--- config.mk ---
export PLATFORM = sky130hd
export DESIGN_NAME = sgd_dimmer
export DESIGN_NICKNAME = d
export VERILOG_FILES = /design/src/sgd_dimmer.v
export VERILOG_INCLUDE_DIRS = /design/src
export SDC_FILE = /design/constraint.sdc
export NUM_CORES = 2
export LEC_CHECK = 0
export BUFFER_PORTS_ARGS = -buffer_cell sky130_fd_sc_hd__buf_2
export CORE_AREA = 2 2 319 321
export DETAILED_ROUTE_END_ITERATION = 10
export DIE_AREA = 0 0 321 323
export HOLD_SLACK_MARGIN = 0.05
export PLACE_DENSITY = 0.81
export SYNTH_ARGS = -nofsm -noshare
export SYNTH_HDL_FRONTEND = slang
export SYNTH_SLANG_ARGS = --single-unit
--- constraint.sdc ---
create_clock -name ref_clk -period 25.4 [get_ports ref_clk]
set_input_delay 5.08 -clock ref_clk [delete_from_list [all_inputs] [get_ports ref_clk]]
set_output_delay 5.08 -clock ref_clk [all_outputs]
set_load 0.1 [all_outputs]
--- src/sgd_defs.vh ---
// Constants for the sixteen-channel grayscale dimmer.
`ifndef SGD_DEFS_VH
`define SGD_DEFS_VH
`define SGD_NCH 16
`define SGD_GS_W 16
`define SGD_CHAIN_W 272
`define SGD_CMD_RESET 16'h02B0
`define SGD_BIT_WDOG 0
`define SGD_BIT_ZSAVE 1
`define SGD_BIT_VTH_LO 2
`define SGD_BIT_VTH_HI 3
`define SGD_BIT_GAIN_LO 4
`define SGD_BIT_GAIN_HI 9
`define SGD_BIT_SYNC 10
`define SGD_BIT_CRST 11
`define SGD_BIT_PWM 12
`define SGD_BIT_INTCK 13
`define SGD_BIT_REXT 14
`define SGD_BIT_FMT 15
`define SGD_CNT_W 5
`define SGD_CLK_HZ 20000000
`define SGD_WDOG_MS 30
`define SGD_WDOG_CYC (`SGD_CLK_HZ / 1000 * `SGD_WDOG_MS)
`define SGD_STAG_NS 16
`define SGD_STAG_CYC 1
`define SGD_INT_DIV 8
`define SGD_SEG_HI 128
`define SGD_SEG_LO 64
`endif

--- src/sgd_dimmer.v ---
// Sixteen-channel grayscale dimmer: serial front end, latches and PWM engine.
// Function
// - Serial input is sampled on each shift clock rising edge while the strobe is low.
// - Zero or one edges under strobe move shift data into holding registers.
// - Two or three edges load holding registers into the pulse generator.
// - Six or seven edges load image and command into the 272-bit chain.
// - Eight or nine edges end readback and return to normal operation.
// - Ten or eleven edges copy the 16-bit shift register to command word.
// - Twelve or thirteen edges reset the frame counter when bit 11 is set.
// - Grayscale timing advances on both edges; a period is 32768 clocks.
// - Odd outputs switch one fixed delay after even outputs, except at shutdown, when they go off one cycle before them.
// - Gain is range bit 9 with unsigned five-bit step in bits 8..4.
// - Six-bit gain field resets to 101011 and accepts any value.
// - Bit 15 picks fifteen or sixteen data latches per frame.
// - Fifteen-latch format: global latch carries channel 0 and loads all.
// - Sixteen-latch format: global latch loads all, captures no data.
// - Each grayscale value is 16 bits, most significant bit first.
// - Bit 14 low forces outputs off while resistor pin reads too low.
// - Bit 13 selects external pin or internal oscillator as grayscale clock.
// - Bit 12 selects adaptive pulse density or plain pulse width.
// - Adaptive mode uses 128 segments if all channels half scale, else 64.
// - Bit 10 low defers global latch to frame end; high applies at once.
// - Bits 3..2 encode the short-detection threshold, reset to zero.
// - Bit 1 high enters power saving while all channels hold zero.
// - Bit 0 high turns outputs off when grayscale clock stalls 30 ms.
`timescale 1ns/1ps
`default_nettype none
`include "sgd_defs.vh"
module sgd_dimmer (
  // Clock and reset.
  input wire ref_clk,
  input wire rstn,
  // Serial link pins.
  input wire latch_strobe,
  input wire serial_in,
  input wire shift_clock,
  input wire grayscale_clock,
  output reg serial_out,
  // Analog status inputs.
  input wire rext_low,
  // Channel outputs, high means sink on.
  output reg [15:0] channel_outputs,
  // Analog control outputs.
  output reg [5:0] global_current_gain,
  output reg [1:0] short_threshold,
  output reg power_save,
  output reg [15:0] command_config
);

  // Two-flop synchronisers; only the second stage and later are read.
  // The third stage only serves edge detection, so a pin edge costs
  // two to three cycles of latency before any decision is made.
  reg [3:0] sync1_q;
  reg [3:0] sync2_q;
  reg [3:0] sync3_q;
  always @(posedge ref_clk) begin
    if (!rstn) begin
      sync1_q <= 4'h0;
      sync2_q <= 4'h0;
      sync3_q <= 4'h0;
    end else begin
      sync1_q <= {grayscale_clock, latch_strobe, serial_in, shift_clock};
      sync2_q <= sync1_q;
      sync3_q <= sync2_q;
    end
  end
  wire dck_rise = sync2_q[0] & ~sync3_q[0];
  wire di_s = sync2_q[1];
  wire lat_s = sync2_q[2];
  wire lat_rise = lat_s & ~sync3_q[2];
  wire lat_fall = ~lat_s & sync3_q[2];
  wire gck_edge = sync2_q[3] ^ sync3_q[3];

  // Shift chain: 16 image bits then the rest for readback of all latches.
  reg [`SGD_CHAIN_W-1:0] chain_q;
  reg [`SGD_CNT_W-1:0] edge_cnt_q;
  reg readback_q;
  reg [15:0] hold_q [0:15];
  reg [15:0] gen_q [0:15];
  reg [4:0] latch_idx_q;
  reg frame_rst_q;
  wire [3:0] inst = edge_cnt_q[4:1];
  wire [3:0] tgt_ch = 4'hF - latch_idx_q[3:0];

  // Two-entry buffer between strobe decoder and generator load.
  // A global latch that meets a full buffer is refused; the host must
  // pace global latches to the frame rate in automatic mode.
  reg [1:0] buf_cnt_q;
  reg buf_slot_q;
  wire buf_in_valid = lat_fall & (inst == 4'h1);
  wire buf_in_ready = (buf_cnt_q != 2'h2);
  wire buf_out_valid = (buf_cnt_q != 2'h0);
  wire frame_end;
  wire buf_out_ready = command_config[`SGD_BIT_SYNC] | frame_end;
  wire buf_pop = buf_out_valid & buf_out_ready;
  wire buf_push = buf_in_valid & buf_in_ready;

  // Flattened holding image for readback, generator image for zero detection.
  wire [255:0] hold_flat;
  wire [255:0] gen_flat;
  genvar g;
  generate
    for (g = 0; g < 16; g = g + 1) begin : g_flat
      assign hold_flat[g*16 +: 16] = hold_q[g];
      assign gen_flat[g*16 +: 16] = gen_q[g];
    end
  endgenerate

  // Serial front end and strobe instruction decoder.
  integer i;
  always @(posedge ref_clk) begin
    if (!rstn) begin
      chain_q <= {`SGD_CHAIN_W{1'b0}};
      edge_cnt_q <= 5'h00;
      readback_q <= 1'b0;
      latch_idx_q <= 5'h00;
      frame_rst_q <= 1'b0;
      command_config <= `SGD_CMD_RESET;
      for (i = 0; i < 16; i = i + 1) begin
        hold_q[i] <= 16'h0000;
      end
    end else begin
      frame_rst_q <= 1'b0;
      if (dck_rise && !lat_s) begin
        // MSB first; chain feeds the next device in a cascade.
        // Edges under the strobe only count the instruction; shifting
        // them in too would push the word out of the low sixteen bits.
        chain_q <= {chain_q[`SGD_CHAIN_W-2:0], di_s};
      end
      if (dck_rise && lat_s && edge_cnt_q != 5'h1F) begin
        // Saturate so a long burst cannot wrap onto a real instruction.
        edge_cnt_q <= edge_cnt_q + 5'h01;
      end
      if (lat_rise) begin
        edge_cnt_q <= 5'h00;
      end
      if (lat_fall) begin
        // Decode at strobe fall so the full edge count is known.
        // Counts of four, five and fourteen upward fall to the default
        // branch and change nothing.
        case (inst)
          4'h0: begin
            hold_q[tgt_ch] <= chain_q[15:0];
            if (latch_idx_q != 5'h0F) begin
              latch_idx_q <= latch_idx_q + 5'h01;
            end
          end
          4'h1: begin
            // Short format: the global latch also carries channel 0.
            if (!command_config[`SGD_BIT_FMT]) begin
              hold_q[0] <= chain_q[15:0];
            end
            latch_idx_q <= 5'h00;
          end
          4'h3: begin
            chain_q <= {hold_flat, command_config};
            readback_q <= 1'b1;
          end
          4'h4: readback_q <= 1'b0;
          4'h5: command_config <= chain_q[15:0];
          4'h6: frame_rst_q <= command_config[`SGD_BIT_CRST];
          default: readback_q <= readback_q;
        endcase
      end
    end
  end

  // Snapshot buffer: up to two pending image copies; a third global latch is refused.
  // The copy is taken at push time, so later data latches for the next
  // frame cannot disturb an image that is still waiting for the generator.
  reg [255:0] snap_q [0:1];
  always @(posedge ref_clk) begin
    if (!rstn) begin
      buf_cnt_q <= 2'h0;
      buf_slot_q <= 1'b0;
      snap_q[0] <= 256'h0;
      snap_q[1] <= 256'h0;
    end else begin
      if (buf_push) begin
        snap_q[buf_slot_q ^ buf_cnt_q[0]] <= command_config[`SGD_BIT_FMT] ?
          hold_flat : {hold_flat[255:16], chain_q[15:0]};
      end
      if (buf_pop) begin
        buf_slot_q <= ~buf_slot_q;
      end
      buf_cnt_q <= buf_cnt_q + {1'b0, buf_push} - {1'b0, buf_pop};
    end
  end

  // Generator load from the buffer head.
  // A loop index of its own keeps this process from sharing a variable
  // with the front end.
  integer j;
  always @(posedge ref_clk) begin
    if (!rstn) begin
      for (j = 0; j < 16; j = j + 1) begin
        gen_q[j] <= 16'h0000;
      end
    end else if (buf_pop) begin
      for (j = 0; j < 16; j = j + 1) begin
        gen_q[j] <= snap_q[buf_slot_q][j*16 +: 16];
      end
    end
  end

  // Internal oscillator stand-in: divided enable pulse from ref_clk.
  // Limitation: the rate is a fixed divide of the system clock and does
  // not track supply voltage the way an on-chip oscillator would.
  reg [2:0] osc_q;
  always @(posedge ref_clk) begin
    if (!rstn) begin
      osc_q <= 3'h0;
    end else begin
      osc_q <= osc_q + 3'h1;
    end
  end
  wire gs_tick = command_config[`SGD_BIT_INTCK] ? (osc_q == 3'h7) :
    gck_edge;

  // Grayscale counter: 16 bits, one step per clock edge, so 32768 cycles.
  // Counting both edges halves the clock rate the host must supply for
  // a given refresh, which is the point of the double-edge scheme.
  reg [15:0] gs_cnt_q;
  assign frame_end = gs_tick & (gs_cnt_q == 16'hFFFF);
  always @(posedge ref_clk) begin
    if (!rstn) begin
      gs_cnt_q <= 16'h0000;
    end else if (frame_rst_q) begin
      gs_cnt_q <= 16'h0000;
    end else if (gs_tick) begin
      gs_cnt_q <= gs_cnt_q + 16'h0001;
    end
  end

  // Grayscale clock watchdog; stall sets a sticky flag that turns all outputs off.
  // Any grayscale edge or clearing the enable bit releases the flag, so
  // outputs recover on their own once the clock runs again.
  reg [19:0] wdog_q;
  reg wdog_trip_q;
  always @(posedge ref_clk) begin
    if (!rstn) begin
      wdog_q <= 20'h00000;
      wdog_trip_q <= 1'b0;
    end else if (gck_edge || !command_config[`SGD_BIT_WDOG]) begin
      wdog_q <= 20'h00000;
      wdog_trip_q <= 1'b0;
    end else if (wdog_q >= `SGD_WDOG_CYC) begin
      wdog_trip_q <= 1'b1;
    end else begin
      wdog_q <= wdog_q + 20'h00001;
    end
  end

  // Adaptive mode: all channels at half scale uses 128 segments, else 64.
  // Each segment carries an equal share; the bit rotation spreads pulses.
  wire all_half = &{gen_q[0][15], gen_q[1][15], gen_q[2][15], gen_q[3][15],
    gen_q[4][15], gen_q[5][15], gen_q[6][15], gen_q[7][15],
    gen_q[8][15], gen_q[9][15], gen_q[10][15], gen_q[11][15],
    gen_q[12][15], gen_q[13][15], gen_q[14][15], gen_q[15][15]};
  // Limitation: no width correction for slow output transients is made.
  wire [15:0] adaptive_pulse_density_pos = all_half ?
    {gs_cnt_q[6:0], gs_cnt_q[15:7]} : {gs_cnt_q[5:0], gs_cnt_q[15:6]};
  wire [15:0] cmp_pos = command_config[`SGD_BIT_PWM] ? gs_cnt_q :
    adaptive_pulse_density_pos;

  // Resistor-pin comparator comes from the analog side, so it is
  // synchronised like the link pins before any logic trusts it.
  reg rext_s1_q;
  reg rext_s2_q;
  always @(posedge ref_clk) begin
    if (!rstn) begin
      rext_s1_q <= 1'b0;
      rext_s2_q <= 1'b0;
    end else begin
      rext_s1_q <= rext_low;
      rext_s2_q <= rext_s1_q;
    end
  end

  // Shutdown conditions common to all channels.
  wire all_off = (!command_config[`SGD_BIT_REXT] && rext_s2_q) ||
    wdog_trip_q;

  // Per-channel comparators; odd group lags one cycle for stagger.
  reg [15:0] pwm_q;
  reg [7:0] odd_dly_q;
  generate
    for (g = 0; g < 16; g = g + 1) begin : g_ch
      always @(posedge ref_clk) begin
        if (!rstn) begin
          pwm_q[g] <= 1'b0;
        end else begin
          pwm_q[g] <= !all_off && (cmp_pos < gen_q[g]);
        end
      end
      if ((g % 2) == 1) begin : g_lag
        // One extra flop is the nearest step to the group skew at this
        // clock; a purely digital delay was preferred over an analog one.
        always @(posedge ref_clk) begin
          if (!rstn) begin
            odd_dly_q[g / 2] <= 1'b0;
          end else begin
            odd_dly_q[g / 2] <= pwm_q[g];
          end
        end
      end
      always @(posedge ref_clk) begin
        if (!rstn) begin
          channel_outputs[g] <= 1'b0;
        end else if ((g % 2) == 0) begin
          channel_outputs[g] <= pwm_q[g];
        end else begin
          channel_outputs[g] <= odd_dly_q[g / 2] & ~all_off;
        end
      end
    end
  endgenerate

  // Analog controls and serial output registers.
  // Registering these keeps every top-level output glitch free; the
  // cost is one cycle between a command write and the analog side.
  always @(posedge ref_clk) begin
    if (!rstn) begin
      serial_out <= 1'b0;
      global_current_gain <= 6'h2B;
      short_threshold <= 2'h0;
      power_save <= 1'b0;
    end else begin
      serial_out <= readback_q ? chain_q[`SGD_CHAIN_W-1] :
        chain_q[15];
      global_current_gain <= command_config[9:4];
      short_threshold <= command_config[3:2];
      power_save <= command_config[`SGD_BIT_ZSAVE] &&
        (gen_flat == 256'h0);
    end
  end

endmodule
`default_nettype wire

==> results.txt <==
status: finished clean
CTS tree: yes
Core ar.: 0.101 mm^2
vias in the first global route: 41.8k
EDFF count, synth: 1024
Sequential cell area: 0.0389 mm^2
CTS sink cnt: 1431
Worst-Skew Late Latency: 770 ps
Worst setup EP type: flop
switch share: 21.9%
Routed Antenna Nets: 0
antenna violations before repair: 14
Syn Area/Cell: 11.6 um^2
Nets: 5747
DRT Wirelength: 173000 um
GRT Overall Usage: 33.3%
Fin. Hold Viols: 0
Die Width: 321 um
Post-CTS Resized: 0
leak pwr: 29.1 nW
power share of the clock group: 42.9%
asr flop ratio synth: 0%
crit start category: primary input
slowest CP cell: buf_4
first-pass GRT wire length: 257000 um
dpl cells: 6649
GRT overflow: 0
Layout fillers: 6847
final setup fails: 0
drt pass-1 iters: 6
Die Y: 323 um
Int Pwr: 3.78 mW
Sw Pwr: 1.06 mW
commonest non-fill, non-tap cell in the layout: edfxtp_1
CP Max Fanout: 63
worst-case vdd ir drop: 0.0000750 V
clk buf depth: 3
RSZ-0062 raised after global routing: false
# hold bufs at CTS: 0
Power Dens Cells: 68.5 mW/mm^2
WS Path Type: in -> reg
FP Rows: 117
logic gate share of total power: 3.1%
syn nets: 5835
post-synthesis sequential area ratio: 60.1%
CTS Buf Count: 144
crit-path most repeated cell: buf_4
mapped cell area: 0.0648 mm^2
placed wire-length estimate: 102000 um
final cycle utilization of the critical path: 35.0%
Yosys warnings: 0
Least-Margin Pin Slew: 1320 ps
I/O Buffers: 48
Tmin final: 8890 ps
critical path required time: 25770 ps
MaxCap Viol Count: 0
share of cells above drive strength 1: 6.78%
Primary FF master, synth: edfxtp_1
via count: 43.6k
root buffer cell: clkbuf_16
sequential power share: 54.0%
area of the multi-input gates: 0.0235 mm^2
Vias/cell: 6.29
Rel. slew slack: 12.1%
routed len/inst: 24.9 um
commonest cells after routing, fill and taps aside: 1024 x edfxtp_1, 777 x and2_1, 639 x nand2_1, 397 x dfxtp_1, 312 x nand3_1
final setup TNS: 0 ps
crit path cell chain: buf_8 -> nand2_1 -> or2_1 -> nand2_4 -> buf_4 -> buf_4 -> buf_4
Hold WC Path Type: reg -> reg
Initial Util: 64.3%
max-slew violations: 0
pin count of the biggest net entering global routing: 179
initial DRC count: 6035
CP startpoint: rstn
drt drc: 0
worst r2r src: edge_cnt_q[1]
maximum clock frequency: 112 MHz
Crit path buffers/inverters: 4
post-CTS setup buffer count: 0
worst endpoint data arrival time: 9260 ps
H-tree depth: 4
Max Clock Skew: 23.6 ps
Post-Synthesis Cells: 5574
register bit count reported by yosys: 1431
Worst path top cell family by delay: buffers and inverters
Area Overhead vs Synth: 8.96%
io pins: 49
count of cell types in the netlist: 64
die area: 0.104 mm^2
Critical Path Max Stage Delay: 880 ps
hold_sp: sync1_q[0]
final instance count without filler cells: 6938
CTS clk-pin slew, worst paths: 60 ps
Placer Congestion: 0.898
-- power groups by stage --
stage	logic, mW	clock network, mW	registers, mW
final	0.152	2.07	2.61
after global placement	0.143	0	2.66
after global routing	0.163	2.17	2.62
after floorplan	0.0908	0	2.66
after detailed placement	0.148	0	2.66
after CTS	0.150	2.08	2.61
-- routing by layer --
layer	share of wire (%)	GRT usage (%)
met3	11	6.69
met5	0.0052	0
met2	47	52.9
met1	37	43.8
met4	5.2	17.3
-- cells by family after synthesis --
group,after synthesis,share of synthesized area (%)
simple gates,2337,18.7
flops,1431,60.1
buf+inv,629,3.99
compound gates,604,7.43
mux,294,4.55
fa+ha+maj,254,4.91
xor+xnor,25,0.338
-- stage by stage --
step | instance area, um^2 | worst slack, ps | util (%) | total power, mW | hold slack (ps)
floorplan | 64800 | 13140 | - | 2.75 | 398
global placement | 66000 | 15850 | 65.5 | 2.80 | 408
detailed placement | 66000 | 15800 | 65.5 | 2.81 | 422
CTS | 70500 | 16570 | 70.0 | 4.84 | 434
global route | 70500 | 16330 | 70.0 | 4.95 | 454
finish | 70600 | 16510 | 70.1 | 4.84 | 429
-- synthesized netlist by cell type, types with 16 or more instances --
library cell	count	area share, %
a211oi_1	18	0.21
a21o_1	25	0.29
a21oi_1	102	0.79
and2_1	777	7.5
and3_1	22	0.21
buf_2	62	0.48
clkbuf_1	252	1.5
dfxtp_1	407	13
edfxtp_1	1024	47
ha_1	254	4.9
inv_1	279	1.6
mux2i_1	293	4.5
nand2_1	642	3.7
nand2b_1	17	0.16
nand3_1	313	2.4
nand4_1	60	0.58
nor2_1	249	1.4
nor2b_1	115	1.1
nor3_1	19	0.15
nor4_1	68	0.66
o211a_1	272	4.2
o21ai_0	97	0.75
or3_1	16	0.15
xnor2_1	16	0.22
-- flip-flops by register name, indices dropped and copies added (netlist names), 3 cells and up, named ones only --
register and cells:
chain_q 272, channel_outputs 16, command_config 16, edge_cnt_q 5
gen_q 256, global_current_gain 6, gs_cnt_q 16, hold_q 256
latch_idx_q 5, odd_dly_q 8, osc_q 3, pwm_q 16
snap_q 512, sync1_q 4, sync2_q 4, sync3_q 3
wdog_q 20
-- path summary, 6_finish.rpt --
kind / slack, ps / cells past startpoint / end
worst max register to register: 19890 / 8 / snap_q[1][153]
worst min-delay path: 430 / 1 / sync2_q[0]
worst max-delay path: 16510 / 7 / snap_q[1][153]
worst min register to register: 430 / 1 / sync2_q[0]
-- worst register-to-register path, cell delays in order, from the launching register on --
cell	delay, ps
dfxtp_1	460
nor4b_2	460
nor2b_1	350
nand2_1	300
or2_1	570
nand2_4	550
buf_4	580
buf_4	850
buf_4	940
-- final cells by class --
cell class	instances	area share, %
Inverter	279	1.48
Tap cell	1309	2.32
Sequential cell	1431	55.1
Clock buffer	218	5.82
Antenna cell	21	0.0745
Multi-Input combinational cell	3514	33.3
Timing Repair Buffer	116	1.18
Clock inverter	50	0.658
Note: power is estimated with default switching activity, not from simulation.
